--- config.mk ---
export PLATFORM = sky130hd
export DESIGN_NAME = gate_reset_speedup
export DESIGN_NICKNAME = d
export VERILOG_FILES = /design/src/gate_reset_pkg.sv /design/src/gate_reset_speedup.sv
export SDC_FILE = /design/constraint.sdc
export NUM_CORES = 1
export LEC_CHECK = 0
export ABC_CLOCK_PERIOD_IN_PS = 2400
export BUFFER_PORTS_ARGS = -buffer_cell sky130_fd_sc_hd__buf_2
export CAP_MARGIN = 40
export CORE_MARGIN = 3
export CORE_UTILIZATION = 49
export DETAILED_ROUTE_END_ITERATION = 8
export GPL_TIMING_DRIVEN = 1
export HOLD_SLACK_MARGIN = 0.03
export PLACE_DENSITY = 0.8
export REMOVE_ABC_BUFFERS = 1
export SKIP_CTS_REPAIR_TIMING = 1
export SYNTH_ARGS = -nofsm -noshare
export SYNTH_HDL_FRONTEND = slang
export SYNTH_SLANG_ARGS = --single-unit
--- constraint.sdc ---
create_clock -name clock -period 2.4 [get_ports clock]
set_clock_uncertainty 0.2 [all_clocks]
set_input_delay 0.12 -clock clock [delete_from_list [all_inputs] [get_ports clock]]
set_output_delay 0.12 -clock clock [all_outputs]
set_load 0.1 [all_outputs]
--- src/gate_reset_pkg.sv ---
// Purpose: Constants for the address-line gate and alternate host reset speed-up block.
// Assumes: 100 MHz controller clock; 8-bit firmware and host data paths.
// Notes: Offsets are the printed firmware and host addresses.
// Operation
// - Assist enable picks firmware or host latch
// - Firmware gate register bit 0 drives gate
// - Gate register read returns present gate
// - D1 then data copies bit 1
// - Gate sequence never sets input-full
// - Main power reset sets gate, register 0x01
// - Set and clear strobes drive host latch
// - DF high, DD low, trailing FF ignored
// - Repeated D1 re-enters command-received state
// - Other command or extra data sets input-full
// - Data bytes use only bit 1
// - NAND both reset pulses to host reset
// - 14 us delay then 6 us pulse
// - Bit must clear before next pulse
// - Port at 0x92, resets to 0x00
// - Disabled port ignores writes, floats reads
// - Port bits 7 to 2 read zero
// - Gate pin is OR of both gates
// - Command/data flag follows address bit 2
// - Ordinary writes set input-full, read clears
package gate_reset_pkg;
  localparam int CLOCK_MHZ = 100;
  localparam logic [15:0] FW_GATE_ADDR = 16'h7FFB;
  localparam logic [15:0] FW_SET_ADDR = 16'h7FFE;
  localparam logic [15:0] FW_CLEAR_ADDR = 16'h7FFF;
  localparam logic [15:0] FW_INDATA_ADDR = 16'h7FF1;
  localparam logic [7:0] PORT_ADDR = 8'h92;
  localparam logic [7:0] PORT_RESET = 8'h00;
  localparam logic [7:0] FW_GATE_RESET = 8'h01;
  localparam logic [7:0] CMD_GATE = 8'hD1;
  localparam logic [7:0] CMD_NULL = 8'hFF;
  localparam int GATE_DATA_BIT = 1;
  localparam int PORT_GATE_BIT = 1;
  localparam int PORT_RESET_BIT = 0;
  localparam int RESET_DELAY_US = 14;
  localparam int RESET_PULSE_US = 6;
  localparam int DELAY_CYCLES = RESET_DELAY_US * CLOCK_MHZ;
  localparam int PULSE_CYCLES = RESET_PULSE_US * CLOCK_MHZ;
  localparam int CNT_W = 12;
  typedef enum logic [1:0] {DEC_IDLE, DEC_CMD, DEC_DATA} dec_state_e;
  typedef enum logic [1:0] {RST_IDLE, RST_DELAY, RST_PULSE, RST_DONE} rst_state_e;
endpackage

--- src/gate_reset_speedup.sv ---
// Purpose: Address-line gate and alternate host reset speed-up.
// Assumes: Host and firmware strobes are one-cycle pulses on this clock.
// Notes: Main-supply reset, standby reset and system reset are separate active-low syncs.
//   A host gate data byte beats a firmware strobe landing in the same cycle.
//   Reset delay and pulse widths are fixed counts of the controller clock.
`timescale 1ns/100ps
`default_nettype none
module gate_reset_speedup (
  input wire logic clock,
  input wire logic rst_b,
  input wire logic standbyRst_b,
  input wire logic systemResetOut_b,
  input wire logic firmwareAssistEnable,
  input wire logic portEnable,
  input wire logic hostKbdWrite,
  input wire logic hostAddrBit2,
  input wire logic [7:0] hostWriteData,
  input wire logic hostPortWrite,
  input wire logic hostPortRead,
  input wire logic [7:0] hostPortAddr,
  output logic [7:0] hostPortReadData,
  output logic hostPortReadDrive,
  input wire logic fwWrite,
  input wire logic fwRead,
  input wire logic [15:0] fwAddr,
  input wire logic [7:0] fwWriteData,
  output logic [7:0] fwReadData,
  input wire logic kbdResetPulse_n,
  output logic hostCpuReset,
  output logic addrLineGateOut,
  output logic sharedGatePin,
  output logic inputFullFlag,
  output logic commandDataFlag,
  output logic [7:0] inputData
);
  import gate_reset_pkg::*;

  // ============================================================
  // State
  typedef struct packed {
    // Gate latches
    logic hostLatch;
    logic fwLatch;
    // Keyboard decoder and status
    dec_state_e dec;
    logic inputFull;
    logic cmdData;
    logic [7:0] inData;
    // Port register and reset timer
    logic [7:0] port;
    rst_state_e rst;
    logic [CNT_W-1:0] cnt;
    logic altResetPulse_n;
    // Registered firmware read data
    logic [7:0] fwRead;
  } state_s;

  state_s cur;
  state_s next_cur;

  // Address decode shared by read and write paths
  function automatic logic fwHit(input logic [15:0] a, input logic [15:0] target);
    fwHit = (a == target);
  endfunction

  // Command code match, reused by several decoder branches
  function automatic logic isCode(input logic [7:0] d, input logic [7:0] code);
    isCode = (d == code);
  endfunction

  // ============================================================
  // Gate selection
  logic gateNow;

  // Assist enable picks which latch reaches the gate output;
  // the host latch keeps tracking host traffic underneath
  assign gateNow = firmwareAssistEnable ? cur.fwLatch : cur.hostLatch;

  // ============================================================
  // Host keyboard port decode
  logic hostCmdWrite;
  logic hostDataWrite;
  logic gateCmdSeen;
  logic nullCmdSeen;
  logic awaitingData;
  logic gateDataTaken;
  logic hostDataBit;

  // Decoder looks at keyboard writes only; status reads
  // belong to the host interface outside this block
  // Command versus data is split on address bit 2
  assign hostCmdWrite = hostKbdWrite && hostAddrBit2;
  assign hostDataWrite = hostKbdWrite && !hostAddrBit2;
  // Only two command codes steer the decoder
  assign gateCmdSeen = hostCmdWrite && isCode(hostWriteData, CMD_GATE);
  assign nullCmdSeen = hostCmdWrite && isCode(hostWriteData, CMD_NULL);
  // Decoder position
  assign awaitingData = (cur.dec == DEC_CMD);
  // Data byte closing a sequence; the other seven bits are don't care
  assign gateDataTaken = hostDataWrite && awaitingData;
  assign hostDataBit = hostWriteData[GATE_DATA_BIT];

  // ============================================================
  // Firmware register decode
  logic fwGateWrite;
  logic fwGateRead;
  logic fwSetWrite;
  logic fwClearWrite;
  logic fwInDataRead;
  logic strobeBlocked;

  // One hit per mapped address; other addresses
  // belong to neighbouring blocks
  assign fwGateWrite = fwWrite && fwHit(fwAddr, FW_GATE_ADDR);
  assign fwGateRead = fwRead && fwHit(fwAddr, FW_GATE_ADDR);
  assign fwSetWrite = fwWrite && fwHit(fwAddr, FW_SET_ADDR);
  assign fwClearWrite = fwWrite && fwHit(fwAddr, FW_CLEAR_ADDR);
  assign fwInDataRead = fwRead && fwHit(fwAddr, FW_INDATA_ADDR);
  // Latch is shared; a host gate byte landing now beats a strobe
  assign strobeBlocked = gateDataTaken;

  // ============================================================
  // Port register and reset timer decode
  logic portHit;
  logic portWriteHit;
  logic portResetBit;
  logic delayDone;
  logic pulseDone;
  logic portClear;

  // Port answers only when enabled and addressed; reads still see
  // the register, the drive flag alone decides whether the bus is driven
  assign portHit = portEnable && (hostPortAddr == PORT_ADDR);
  assign portWriteHit = hostPortWrite && portHit;
  assign portResetBit = cur.port[PORT_RESET_BIT];
  // Counter starts at zero, so each end point is the count less one
  assign delayDone = (cur.cnt == CNT_W'(DELAY_CYCLES - 1));
  assign pulseDone = (cur.cnt == CNT_W'(PULSE_CYCLES - 1));
  // Standby or system reset empties the port and idles the timer
  assign portClear = !standbyRst_b || !systemResetOut_b;

  // ============================================================
  // Next-state logic
  always_comb begin
    next_cur = cur;
    // Fields not touched below keep their value
    // Every keyboard port write records the byte and its kind
    if (hostKbdWrite) begin
      next_cur.cmdData = hostAddrBit2;
      next_cur.inData = hostWriteData;
    end

    // Gate sequence decoder; recognised bytes never set input-full for firmware
    case (cur.dec)
      DEC_IDLE: begin
        if (gateCmdSeen) begin
          // Sequence opens quietly
          next_cur.dec = DEC_CMD;
        end else if (hostKbdWrite) begin
          // Ordinary traffic is handed to firmware
          next_cur.inputFull = 1'b1;
        end
      end

      DEC_CMD: begin
        if (gateCmdSeen) begin
          // Repeated gate command re-arms without a flag
          next_cur.dec = DEC_CMD;
        end else if (gateDataTaken) begin
          // Data bit 1 goes straight to the host latch
          next_cur.hostLatch = hostDataBit;
          next_cur.dec = DEC_DATA;
        end else if (hostCmdWrite) begin
          // Any other command breaks the sequence
          next_cur.dec = DEC_IDLE;
          next_cur.inputFull = 1'b1;
        end
      end

      DEC_DATA: begin
        if (gateCmdSeen) begin
          // Back to the command state on a repeated gate command
          next_cur.dec = DEC_CMD;
        end else if (nullCmdSeen) begin
          // Trailing null command is swallowed
          next_cur.dec = DEC_IDLE;
        end else if (hostKbdWrite) begin
          // Extra data or a stray command: firmware must know something odd happened
          next_cur.dec = DEC_IDLE;
          next_cur.inputFull = 1'b1;
        end
      end

      default: begin
        // Unused encoding recovers to idle
        next_cur.dec = DEC_IDLE;
      end
    endcase

    // Input-data read empties the buffer; a host write in the same cycle wins
    if (fwInDataRead && !hostKbdWrite) begin
      next_cur.inputFull = 1'b0;
    end

    // Firmware strobes on the host latch; written data is ignored
    if (!strobeBlocked) begin
      if (fwSetWrite) begin
        next_cur.hostLatch = 1'b1;
      end
      if (fwClearWrite) begin
        next_cur.hostLatch = 1'b0;
      end
    end

    // Firmware gate latch keeps bit 0 only
    if (fwGateWrite) begin
      next_cur.fwLatch = fwWriteData[0];
    end

    // Firmware read data, registered; idle cycles return zero
    next_cur.fwRead = 8'h00;
    if (fwGateRead) begin
      // Present gate output, upper bits zero
      next_cur.fwRead = {7'h00, gateNow};
    end else if (fwInDataRead) begin
      // Last host byte, command or data
      next_cur.fwRead = cur.inData;
    end

    // Port register: reserved bits are never stored, so they read zero
    if (portWriteHit) begin
      // Bit 1 feeds the gate pin, bit 0 the reset timer
      next_cur.port = {6'h00, hostWriteData[PORT_GATE_BIT], hostWriteData[PORT_RESET_BIT]};
    end

    // Alternate reset timer; DONE waits for the bit to drop.
    // Whole clock periods are counted, so the minimum widths are met exactly
    case (cur.rst)
      RST_IDLE: begin
        // Line held high while idle
        next_cur.altResetPulse_n = 1'b1;
        if (portResetBit) begin
          // A set bit starts the delay from zero
          next_cur.rst = RST_DELAY;
          next_cur.cnt = '0;
        end
      end

      RST_DELAY: begin
        next_cur.cnt = cur.cnt + 1'b1;
        if (delayDone) begin
          // Delay over: open the low pulse
          next_cur.rst = RST_PULSE;
          next_cur.cnt = '0;
          next_cur.altResetPulse_n = 1'b0;
        end
      end

      RST_PULSE: begin
        next_cur.cnt = cur.cnt + 1'b1;
        if (pulseDone) begin
          // Pulse width met: release the line
          next_cur.rst = RST_DONE;
          next_cur.altResetPulse_n = 1'b1;
        end
      end

      RST_DONE: begin
        // Toggling during a pulse cannot retrigger: re-arm only here
        if (!portResetBit) begin
          next_cur.rst = RST_IDLE;
        end
      end

      default: begin
        // Unused encoding recovers to idle
        next_cur.rst = RST_IDLE;
      end
    endcase

    // Standby and system reset clear only the port and its timer
    if (portClear) begin
      next_cur.port = PORT_RESET;
      next_cur.rst = RST_IDLE;
      next_cur.cnt = '0;
      next_cur.altResetPulse_n = 1'b1;
    end
  end

  // ============================================================
  // Registers; main-supply reset
  // Only main-supply reset touches the latches and the decoder;
  // the other two resets act through the next-state logic
  always_ff @(posedge clock) begin
    if (!rst_b) begin
      // Gate comes up open
      cur.hostLatch <= 1'b1;
      cur.fwLatch <= FW_GATE_RESET[0];
      // Decoder and keyboard status empty
      cur.dec <= DEC_IDLE;
      cur.inputFull <= 1'b0;
      cur.cmdData <= 1'b0;
      cur.inData <= 8'h00;
      // Port and timer quiet
      cur.port <= PORT_RESET;
      cur.rst <= RST_IDLE;
      cur.cnt <= '0;
      cur.altResetPulse_n <= 1'b1;
      // No read data pending
      cur.fwRead <= 8'h00;
    end else begin
      cur <= next_cur;
    end
  end

  // ============================================================
  // Outputs
  // Gate output and pin: the port bit can only add a high, never mask one
  assign addrLineGateOut = gateNow;
  assign sharedGatePin = gateNow | cur.port[PORT_GATE_BIT];

  // Host reset: either active-low pulse raises it; combinational so the
  // keyboard pulse passes with no added latency
  assign hostCpuReset = ~(cur.altResetPulse_n & kbdResetPulse_n);

  // Port read path; the drive flag lets the host bus float when disabled
  assign hostPortReadDrive = hostPortRead && portHit;
  assign hostPortReadData = cur.port;

  // Firmware read data straight from its flip-flops
  assign fwReadData = cur.fwRead;

  // Keyboard status and input buffer, all registered
  assign inputFullFlag = cur.inputFull;
  assign commandDataFlag = cur.cmdData;
  assign inputData = cur.inData;
endmodule // gate_reset_speedup
`default_nettype wire

Word level (Yosys, flattened, before mapping)
Cells that the tools add are included.
{"block": "classes", "addsub": 1, "n_eq_ne": 29, "n_mux": 31, "n_bitwise": 5, "reduce_logical": 31}
{"operator": "16-bit by 15-bit == test with 1-bit output, second input constant", "n": 4}
{"operator": "13-bit one-hot mux with 3 select lines", "n": 1}
{"operator": "2-bit != test, second input constant", "n": 13}
{"operator": "8-bit == test, second input constant", "n": 3}
{"operator": "1-bit 2-to-1 mux", "n": 16}
{"operator": "15-bit 2-to-1 mux", "n": 1}
{"operator": "1-bit logical AND", "n": 14}
{"operator": "14-bit 2-to-1 mux", "n": 1}
{"operator": "2-bit 2-to-1 mux", "n": 7}
{"operator": "12-bit by 1-bit adder with 12-bit output, second input constant", "n": 1}
{"operator": "12-bit by 10-bit == test with 1-bit output, second input constant", "n": 1}
{"operator": "12-bit by 11-bit == test with 1-bit output, second input constant", "n": 1}
{"operator": "9-bit AND reduction", "n": 1}
{"operator": "2-bit one-hot mux with 4 select lines", "n": 1}
{"operator": "2-bit == test, second input constant", "n": 3}
{"operator": "3-bit 2-to-1 mux", "n": 2}
{"operator": "2-bit one-hot mux with 3 select lines", "n": 1}
{"operator": "3-bit AND reduction", "n": 2}
{"operator": "3-bit nonzero test", "n": 2}
{"operator": "2-bit by 1-bit == test with 1-bit output, second input constant", "n": 2}
{"operator": "1-bit logical NOT", "n": 4}
{"operator": "2-bit logical NOT", "n": 2}
{"operator": "4-bit by 3-bit != test with 1-bit output, second input constant", "n": 1}
{"operator": "4-bit != test, second input constant", "n": 1}
{"operator": "other kinds (9)", "n": 12}
{"block": "totals", "reg_bits": 39, "input_bits": 53, "out_inout_bits": 30, "word_cells": 109}

Longest topological paths before layout
Gate-level depths: netlist of the first run.
{"block": "depth", "word_depth": 9, "ltp_mapped": 7, "depth_no_buf": 6}

Worst setup path before layout of the first run
Ideal clock, no wire load.
{"block": "synth_timing", "path_kind": "flip-flop to flip-flop", "start": "reg cur[21] (netlist bit)", "end": "reg cur[10] (netlist bit)", "arrival_time_ns": 1.651, "required_time_ns": 2.072, "setup_slack_ns": 0.421, "stages_incl_launch_ff": 7, "n_path_buf": 1, "synth_period_minus_slack_ns": 1.979, "cell_sequence": "dfxtp_1 > inv_1 > ha_1 > o41a_4 > buf_6 > a32oi_1 > nor2_1"}
{"block": "synth_between", "elab_chain_len": 3, "elab_cells_between_ends": 7}
{"element": "start, declared", "line_no": "gate_reset_speedup.sv:58", "text": "state_s cur;"}
{"element": "start signal, assigned", "line_no": "gate_reset_speedup.sv:312", "text": "cur <= next_cur;"}
{"element": "2-bit == test (tied with other cells)", "line_no": "gate_reset_speedup.sv:238", "text": "case (cur.rst)"}
{"element": "3-bit nonzero test (no source line) or 2-bit != test (tied branches)"}
{"element": "2-bit AND reduction (no source line)"}
Parallel ways exist; a longest one is shown, timed or not.
A chain may end at the register's enable or synchronous reset.

Worst setup path in the final report of the first run
Ends and elaborated chain as after synthesis.

==> metrics, run 1 <==
vias 2086; reg2reg path depth 5; R2R Path End cur[10]; ant diodes 0; total wire length 5070 µm; CTS sink count 39; row count 23; total power 0.00148 W; crit start category flop; mean area per synthesized cell 8.67 µm²; post-route ant nets 0; Synth Area in XOR/XNOR 0; share of the clock period used by the worst path 0.869; Comb power frac 0.169; Reg-to-Reg Start cur[21]; Clock Latency Late Sink 0.29 ns; mux share of post-synthesis cell area 0.0589; Slew Viols, Final 0; drt drc 0; num ports 83; adder-cell share of the synthesized area 0.0340; Seq/Total Area, Yosys 0.353; vias in the first global route 1839; Finished Layout Cells 375; Post-synth EDFFs 0; RSZ-0062 raised after global routing false; status completed; initial DRC count 111; share of layout cells above drive strength 1 0.268; total gr overflow 0; actual slew at the worst max-slew pin 0.696 ns; final net count 383; Sw Ratio 0.294; GRT Total Usage 0.184; Port Buffer Count 69; DRT Pass-1 Iters 4; Final HPWL DP 3540 µm; Die Ht 73.2 µm; CP startpoint cur[21]; final-report setup violation count 0; simple-gate share of the synthesized area 0.278; sequential cell fraction of total power 0.452; TritonCTS buffer count 5; Worst Path Required 2.36 ns; CP max FO 17; Pwr Density 542 nW/µm²; Main synth FF type dfxtp_1; clock power share 0.379; largest net degree at the start of global routing 18; Layout fillers 341; Routability Congestion 0.845; largest family of logic cells by synthesized area simple AND/OR/NAND/NOR gates; Layout Utilization 0.653; Fmax 0.479 GHz; Core ar. 4170 µm²; Synth Register Bits 39; post-synthesis compound-gate area fraction 0.152; Worst VDD drop 0.292 mV; Die W 73.2 µm; Fin. Hold Viols 0; placed cells 349; CP Class flop to flop; initial core utilization 0.530; Worst-path clk slew 0.08 ns; vias per cell 5.56; hold crit path type primary input to flop; Setup crit end kind flop; min cycle time layout 2.09 ns; CTS Root Cell clkbuf_8; Synth Instances 255; first-pass GRT wire length 7890 µm; MaxCap Viol Count 0; reg2reg setup slack 0.31 ns; die footprint 5350 µm²; CTS tree yes; Critical Path Sink cur[10]; H-tree depth 2; Async SR Flop Fraction 0; Area Overhead vs Synth 23.3%; Cell Int Power 0.00104 W; Slew headroom 0.535; clock tree buffer depth 2; Avg WL per Cell 13.5 µm; Static Leakage 1.13 nW; net switching power 0.000435 W; Worst EP arrival 2.05 ns; Synth warnings 0; antenna violations before repair 0; Yosys cell types 47; Fin Setup TNS 0 ns; Synth Cell Area 2210 µm²
[Yosys cell counts (3+ instances only)]
cell	instances	share of area
a21oi_1	9	0.020
a31oi_1	8	0.023
buf_4	25	0.085
clkbuf_1	4	0.0068
dfxtp_1	39	0.35
ha_1	6	0.034
inv_1	13	0.022
mux2i_1	13	0.059
nand2_1	17	0.029
nand2b_1	3	0.0085
nand3_1	14	0.032
nand3b_1	3	0.010
nand4_1	9	0.025
nand4b_1	5	0.020
nor2_1	22	0.037
nor2b_1	9	0.025
nor3_1	5	0.011
nor4_1	5	0.014
o211ai_1	5	0.017
o21a_1	4	0.014
o21ai_0	4	0.0091
[placed cells by master (no fill, tap or decap), drive strengths merged, types with 2 or more instances in the layout]
| cell type | instances |
|---|---|
| buf | 71 |
| dfxtp | 39 |
| nor2 | 22 |
| dlygate4sd3 | 18 |
| nand2 | 17 |
| nand3 | 14 |
| inv | 14 |
| mux2i | 13 |
| nand4 | 9 |
| nor2b | 9 |
| a21oi | 9 |
| a31oi | 8 |
| ha | 6 |
| conb | 6 |
| nand4b | 5 |
| nor4 | 5 |
| nor3 | 5 |
| o211ai | 5 |
| clkbuf | 5 |
| o21a | 4 |
| o21ai | 4 |
| nand2b | 3 |
| nand3b | 3 |
| o31ai | 3 |
| nor3b | 2 |
| and4 | 2 |
| a21boi | 2 |
| o31a | 2 |
| and3 | 2 |
| or4 | 2 |
| nand4bb | 2 |
[flip-flops by register name, summed over array words and instances, names as in the netlist, named ones only]
| register | cells |
|---|---|
| hostPortReadData | 2 |
| inputData | 8 |
| commandDataFlag | 1 |
| fwReadData | 8 |
| cur | 18 |
| inputFullFlag | 1 |
[worst min-delay path by stage]
stage | startpoint | to | slack, ns | cells past startpoint
after global routing | fwAddr[3] | fwReadData[0] | 0.05 | 4
final | fwAddr[2] | cur[44] | 0.02 | 3
after floorplan | rst_b | cur[43] | 0.006 | 1
after detailed placement | fwWriteData[0] | cur[43] | 0.16 | 3
after CTS | fwWriteData[0] | cur[43] | -0.16 | 3
after global placement | fwWriteData[0] | cur[43] | 0.15 | 3
[cells by family (layout without fill, tap and decap cells)]
group | count (synthesis) | after routing
adder cells (fa/ha/maj) | 6 | 6
AND/OR/NAND/NOR | 106 | 106
flip-flops | 39 | 39
AO/OA/AOI/OAI | 45 | 45
other | 1 | 6
buffers and inverters | 45 | 110
multiplexers | 13 | 13
[stage by stage]
step	setup slack (ns)	hold WS, ns	area, µm²
floorplan	0.0201	0.00625	2010
global route	0.0930	0.0550	2730
CTS	0.316	-0.155	2550
detailed placement	0.325	0.157	2430
finish	0.314	0.0153	2730
global placement	0.369	0.153	2430
[power by group through the flow]
stage | logic (W) | registers (W) | clock network (W)
2_1_floorplan | 0.0000872 | 0.000754 | 0
3_3_place_gp | 0.000225 | 0.000682 | 0
3_5_place_dp | 0.000228 | 0.000682 | 0
4_1_cts | 0.000228 | 0.000667 | 0.000573
5_1_grt | 0.000263 | 0.000670 | 0.000592
6_report | 0.000250 | 0.000668 | 0.000561
[worst max-delay path: stages (launching register included)]
cell,delay [ns]
dfxtp_1,0.44
inv_1,0.12
ha_1,0.31
o41a_4,0.62
a32oi_1,0.22
nor2_1,0.05
[cell type report]
class	count	area (µm²)	share of cell area
clock buffers	5	68.8	0.0252
inverters	13	48.8	0.0179
repair buffers	89	541	0.198
clock inverters	3	46.3	0.0170
multi-input cells	176	1180	0.432
well taps	50	62.6	0.0229
flip-flops and latches	39	781	0.286
[per-layer routing]
metal / wire length [µm] / vias up / global-route usage
met4: 151 / 0 / 0.0840
met2: 2340 / 78 / 0.306
met1: 2240 / 961 / 0.232
li1: - / 1032 / -
met5: 0 / - / 0
met3: 334 / 15 / 0.0289
Note: power is estimated with default switching activity, not from simulation.
==> run 2, diff against run 1 <==
RECOVER_POWER = 25   (was not set)
==> run 2 against run 1 <==
Effect of this change: non-clock buffer count is the same; core utilization shrank 0.33 points; first-iteration DRC count shrank 14%; final area shrank 0.50%; register-to-register slack is essentially flat; via count is essentially flat; flip-flop and latch count is the same; critical path depth is the same; combinational power is essentially flat; sequential power is essentially flat; wire length grew 0.16%; largest cell class unchanged; highest routed layer unchanged.
==> metrics, run 2 (synthesis gave the netlist of run 1 again) <==
RSZ-0062 raised after global routing false (unchanged); Comb power frac 0.169 (about the same); number of flip-flops in the largest register 18 (unchanged); antenna violations before repair 0 (unchanged); largest net degree at the start of global routing 18 (unchanged); commonest non-fill, non-tap cell in the layout buf_2 (unchanged); clock power share 0.380 (was 0.379); H-tree depth 2 (unchanged); Port Buffer Count 69 (unchanged); Clock Latency Late Sink 0.29 ns (about the same); Fin. Hold Viols 0 (unchanged); crit start category flop (unchanged); CTS sink count 39 (unchanged); sequential cell fraction of total power 0.452 (about the same); Static Leakage 1.09 nW (was 1.13 nW); Slew headroom 0.214 (was 0.535); share of layout cells above drive strength 1 0.234 (was 0.268); Cell Int Power 0.00104 W (about the same); Post-Layout Inst Area 2710 µm² (was 2730 µm²); Die Ht 73.2 µm (unchanged); total power 0.00148 W (about the same); Area Overhead vs Synth 22.7% (was 23.3%); CTS Root Cell clkbuf_8 (unchanged); CP max FO 17 (unchanged); drt drc 0 (unchanged); placed cells 349 (unchanged); post-place instance area 2430 µm² (unchanged); Worst VDD drop 0.292 mV (about the same); Die W 73.2 µm (unchanged); most frequent cells in the layout buf_2, dfxtp_1, nor2_1 (unchanged); die footprint 5350 µm² (unchanged); Worst-path clk slew 0.08 ns (about the same); Worst EP arrival 2.05 ns (about the same); Slew Viols, Final 0 (unchanged); ant diodes 0 (unchanged); Core ar. 4170 µm² (unchanged); num ports 83 (unchanged); net switching power 0.000435 W (about the same); MaxCap Viol Count 0 (unchanged); Fin Setup TNS 0 ns (unchanged); hold crit path type primary input to flop (unchanged); post-route ant nets 0 (unchanged); Worst Path Required 2.36 ns (about the same); min cycle time layout 2.09 ns (about the same); vias per cell 5.57 (was 5.56); Avg WL per Cell 13.5 µm (about the same); vias 2087 (was 2086); actual slew at the worst max-slew pin 1.18 ns (was 0.696 ns); DRT Pass-1 Iters 4 (unchanged); status completed (unchanged); worst slack at placement 0.325 ns (unchanged); Reg-to-Reg Start cur[21] (unchanged); initial DRC count 96 (was 111); Layout fillers 347 (was 341); CP Class flop to flop (unchanged); worst setup margin 0.314 ns (about the same); Setup crit end kind flop (unchanged); Sw Ratio 0.294 (about the same); row count 23 (unchanged); total gr overflow 0 (unchanged); CP startpoint cur[21] (unchanged); TritonCTS buffer count 5 (unchanged); CTS tree yes (unchanged); Pwr Density 545 nW/µm² (was 542 nW/µm²); initial core utilization 0.530 (unchanged); final net count 383 (unchanged); worst hold start fwAddr[2] (unchanged); Fmax 0.479 GHz (about the same); Routability Congestion 0.845 (unchanged); Finished Layout Cells 375 (unchanged); total wire length 5080 µm (was 5070 µm); clock tree buffer depth 2 (unchanged); Reg with most FFs cur (unchanged); vias in the first global route 1839 (unchanged); Final HPWL DP 3540 µm (unchanged); GRT Total Usage 0.184 (unchanged); final-report setup violation count 0 (unchanged); first-pass GRT wire length 7890 µm (unchanged); share of the clock period used by the worst path 0.869 (about the same)
[run 2: metal layers]
| layer | vias up | share of wire | GRT usage |
|---|---|---|---|
| met3 | 12 | 0.063 | 0.0289 |
| met1 | 964 | 0.44 | 0.232 |
| met4 | 0 | 0.028 | 0.0840 |
| met5 | - | 0 | 0 |
| li1 | 1032 | - | - |
| met2 | 79 | 0.47 | 0.306 |
[run 2: worst paths after layout]
| path | cells past startpoint | to | slack (ns) |
|---|---|---|---|
| worst max-delay path | 5 | cur[10] | 0.31 |
| worst min-delay path | 3 | cur[44] | 0.02 |
| worst max register to register | 5 | cur[10] | 0.31 |
| worst min register to register | 2 | fwReadData[2] | 0.26 |
[run 2: cell type report]
cell class / count / area, µm² / share of cell area
Multi-Input combinational cell: 176 / 1180 / 0.435
Sequential cell: 39 / 781 / 0.288
Timing Repair Buffer: 89 / 527 / 0.194
Clock buffer: 5 / 68.8 / 0.0254
Tap cell: 50 / 62.6 / 0.0231
Inverter: 13 / 48.8 / 0.0180
Clock inverter: 3 / 46.3 / 0.0171
[run 2: power by group through the flow]
| stage | registers [W] | clock network (W) | logic (W) |
|---|---|---|---|
| floorplan | 0.000754 | 0 | 0.0000872 |
| global placement | 0.000682 | 0 | 0.000225 |
| detailed placement | 0.000682 | 0 | 0.000228 |
| CTS | 0.000667 | 0.000573 | 0.000228 |
| global route | 0.000670 | 0.000592 | 0.000262 |
| finish | 0.000668 | 0.000561 | 0.000249 |
[run 2: critical path, stage by stage, from the launching register on]
cell     delay [ns]
dfxtp_1        0.44
inv_1          0.12
ha_1           0.31
o41a_4         0.62
a32oi_1        0.22
nor2_1         0.05
[run 2: stage by stage]
stage                util  hold WS, ns
CTS                 0.610       -0.155
detailed placement  0.583        0.157
floorplan               -      0.00625
finish              0.650       0.0153
global route        0.650       0.0550
global placement    0.583        0.153
==> run 3, diff against run 2 <==
CELL_PAD_IN_SITES_DETAIL_PLACEMENT = 0   (was not set)
CELL_PAD_IN_SITES_GLOBAL_PLACEMENT = 1   (was not set)
CORE_UTILIZATION = 35   (was 49)
PLACE_DENSITY = not set   (was 0.8)
PLACE_DENSITY_LB_ADDON = 0.1   (was not set)
==> run 3 against run 2 <==
Effect of this change: the flow now finishes with violations (hold timing); highest routed layer unchanged; non-clock buffer count is 4 lower; die area rose by 36%; total power is 0.75% higher; worst hold slack worse by 0.018 ns; first-iteration DRC count decreased by 32%; via count fell by 4.4%; fmax increased by 0.87%; flip-flop and latch count unchanged; register-to-register slack gained 0.02 ns; critical endpoint unchanged; worst setup slack improved by 0.018 ns; clock power up 3%.
==> metrics, run 3 (synthesis gave the netlist of run 1 again) <==
Slew Viols, Final 0 (unchanged); Fin Setup TNS 0 ns (unchanged); Avg WL per Cell 13.3 µm (was 13.5 µm); Worst EP arrival 2.06 ns (was 2.05 ns); R2R Path End cur[10] (unchanged); post-place instance area 2470 µm² (was 2430 µm²); Clock Latency Late Sink 0.30 ns (was 0.29 ns); vias 1995 (was 2087); actual slew at the worst max-slew pin 1.16 ns (was 1.18 ns); initial core utilization 0.367 (was 0.530); worst setup margin 0.332 ns (was 0.314 ns); FF/Latch Area 781 µm² (unchanged); Die W 85.5 µm (was 73.2 µm); commonest non-fill, non-tap cell in the layout buf_2 (unchanged); total wire length 5280 µm (was 5080 µm); num ports 83 (unchanged); Slew headroom 0.227 (was 0.214); violated checks hold timing; Finished Layout Cells 396 (was 375); reg2reg setup slack 0.33 ns (was 0.31 ns); drt drc 0 (unchanged); CTS Root Cell clkbuf_8 (unchanged); CP cell instances ha_1, nand3b_1, o41a_4, a32oi_1, nor2_1 (was inv_1, ha_1, o41a_4, a32oi_1, nor2_1); MaxCap Viol Count 0 (unchanged); Layout Utilization 0.450 (was 0.650); Fin. Hold Viols 1 (was 0); Layout fillers 638 (was 347); TritonCTS buffer count 5 (unchanged); total gr overflow 0 (unchanged); Hold Path Depth 5 (was 3); Worst VDD drop 0.340 mV (was 0.292 mV); worst slack at placement 0.328 ns (was 0.325 ns); hold crit path type primary input to flop (unchanged); Core ar. 6030 µm² (was 4170 µm²); hold slack -0.00225 ns (was 0.0153 ns); row count 28 (was 23); Static Leakage 1.09 nW (about the same); Port Buffer Count 69 (unchanged); vias per cell 5.04 (was 5.57); Worst Hold End fwReadData[0] (was cur[44]); share of the clock period used by the worst path 0.862 (was 0.869); Die Ht 85.5 µm (was 73.2 µm); initial DRC count 65 (was 96); CTS tree yes (unchanged); CP max FO 17 (unchanged); number of flip-flops in the largest register 18 (unchanged); CP max stage cell o41a_4 (unchanged); min cycle time layout 2.07 ns (was 2.09 ns); GRT Total Usage 0.148 (was 0.184); Worst-path clk slew 0.08 ns (about the same); CP Class flop to flop (unchanged); share of layout cells above drive strength 1 0.259 (was 0.234); most frequent cells in the layout buf_2, dfxtp_1, nor2_1 (unchanged); area of the multi-input gates 1180 µm² (unchanged); largest net degree at the start of global routing 18 (unchanged); Reg-to-Reg Start cur[9] (was cur[21]); final net count 379 (was 383); Pwr Density 550 nW/µm² (was 545 nW/µm²); Final HPWL DP 3810 µm (was 3540 µm); final-report setup violation count 0 (unchanged); Routability Congestion 0.748 (was 0.845); worst hold start fwAddr[1] (was fwAddr[2]); crit start category flop (unchanged); first-pass GRT wire length 8760 µm (was 7890 µm); Post-Layout Inst Area 2710 µm² (about the same); H-tree depth 2 (unchanged); die footprint 7310 µm² (was 5350 µm²); Worst Path Required 2.39 ns (was 2.36 ns); Fmax 0.484 GHz (was 0.479 GHz); post-route ant nets 0 (unchanged); Max stage delay on crit path 0.59 ns (was 0.62 ns); DRT Pass-1 Iters 4 (unchanged); reg2reg path depth 5 (unchanged); status finished, violations left (was completed); antenna violations before repair 0 (unchanged); Area Overhead vs Synth 22.6% (was 22.7%); Reg with most FFs cur (unchanged); RSZ-0062 raised after global routing false (unchanged); CTS sink count 39 (unchanged); clock tree buffer depth 2 (unchanged); placed cells 375 (was 349); ant diodes 0 (unchanged); Setup crit end kind flop (unchanged); vias in the first global route 1821 (was 1839)
==> run 3: layer usage <==
| layer | routed length, µm | track usage | part of all wire |
|---|---|---|---|
| met5 | 0 | 0 | 0 |
| met4 | 63 | 0.0475 | 0.012 |
| met2 | 2190 | 0.225 | 0.41 |
| met3 | 418 | 0.0350 | 0.079 |
| met1 | 2620 | 0.205 | 0.49 |
==> run 3: final cells by class <==
cell class	count	share of cell area
multi-input cells	176	0.435
repair buffers	85	0.181
well taps	75	0.0346
flip-flops and latches	39	0.288
clock inverters	3	0.0175
inverters	13	0.0180
clock buffers	5	0.0254
==> run 3: stage by stage <==
step	total power [W]	hold slack, ns
after floorplan	0.000841	0.00625
after global placement	0.000910	0.159
after detailed placement	0.000912	0.169
after CTS	0.00150	-0.146
after global routing	0.00155	0.0467
final	0.00149	-0.00225
==> run 3: worst max path at each step <==
stage                              from  endpoint  slack [ns]  depth (start not counted)
floorplan           hostPortReadData[0]   cur[21]        0.02                          4
global placement                cur[21]   cur[10]        0.36                          5
detailed placement               cur[9]   cur[21]        0.33                          5
CTS                              cur[9]   cur[21]        0.31                          5
global route                     cur[9]   cur[21]        0.07                          5
finish                           cur[9]   cur[10]        0.33                          5
==> run 3: worst max-delay path, delay by kind of cell (launching register included) <==
family / cells / cell delay (ns)
compound gates: 2 / 0.81
fa+ha+maj: 1 / 0.28
flops: 1 / 0.38
simple gates: 2 / 0.28
==> run 3: where the power goes <==
part	switching, W	internal, W
Sequential	0.00000817	0.000658
Combinational	0.000175	0.0000685
Clock	0.000264	0.000315
Total	0.000447	0.00104
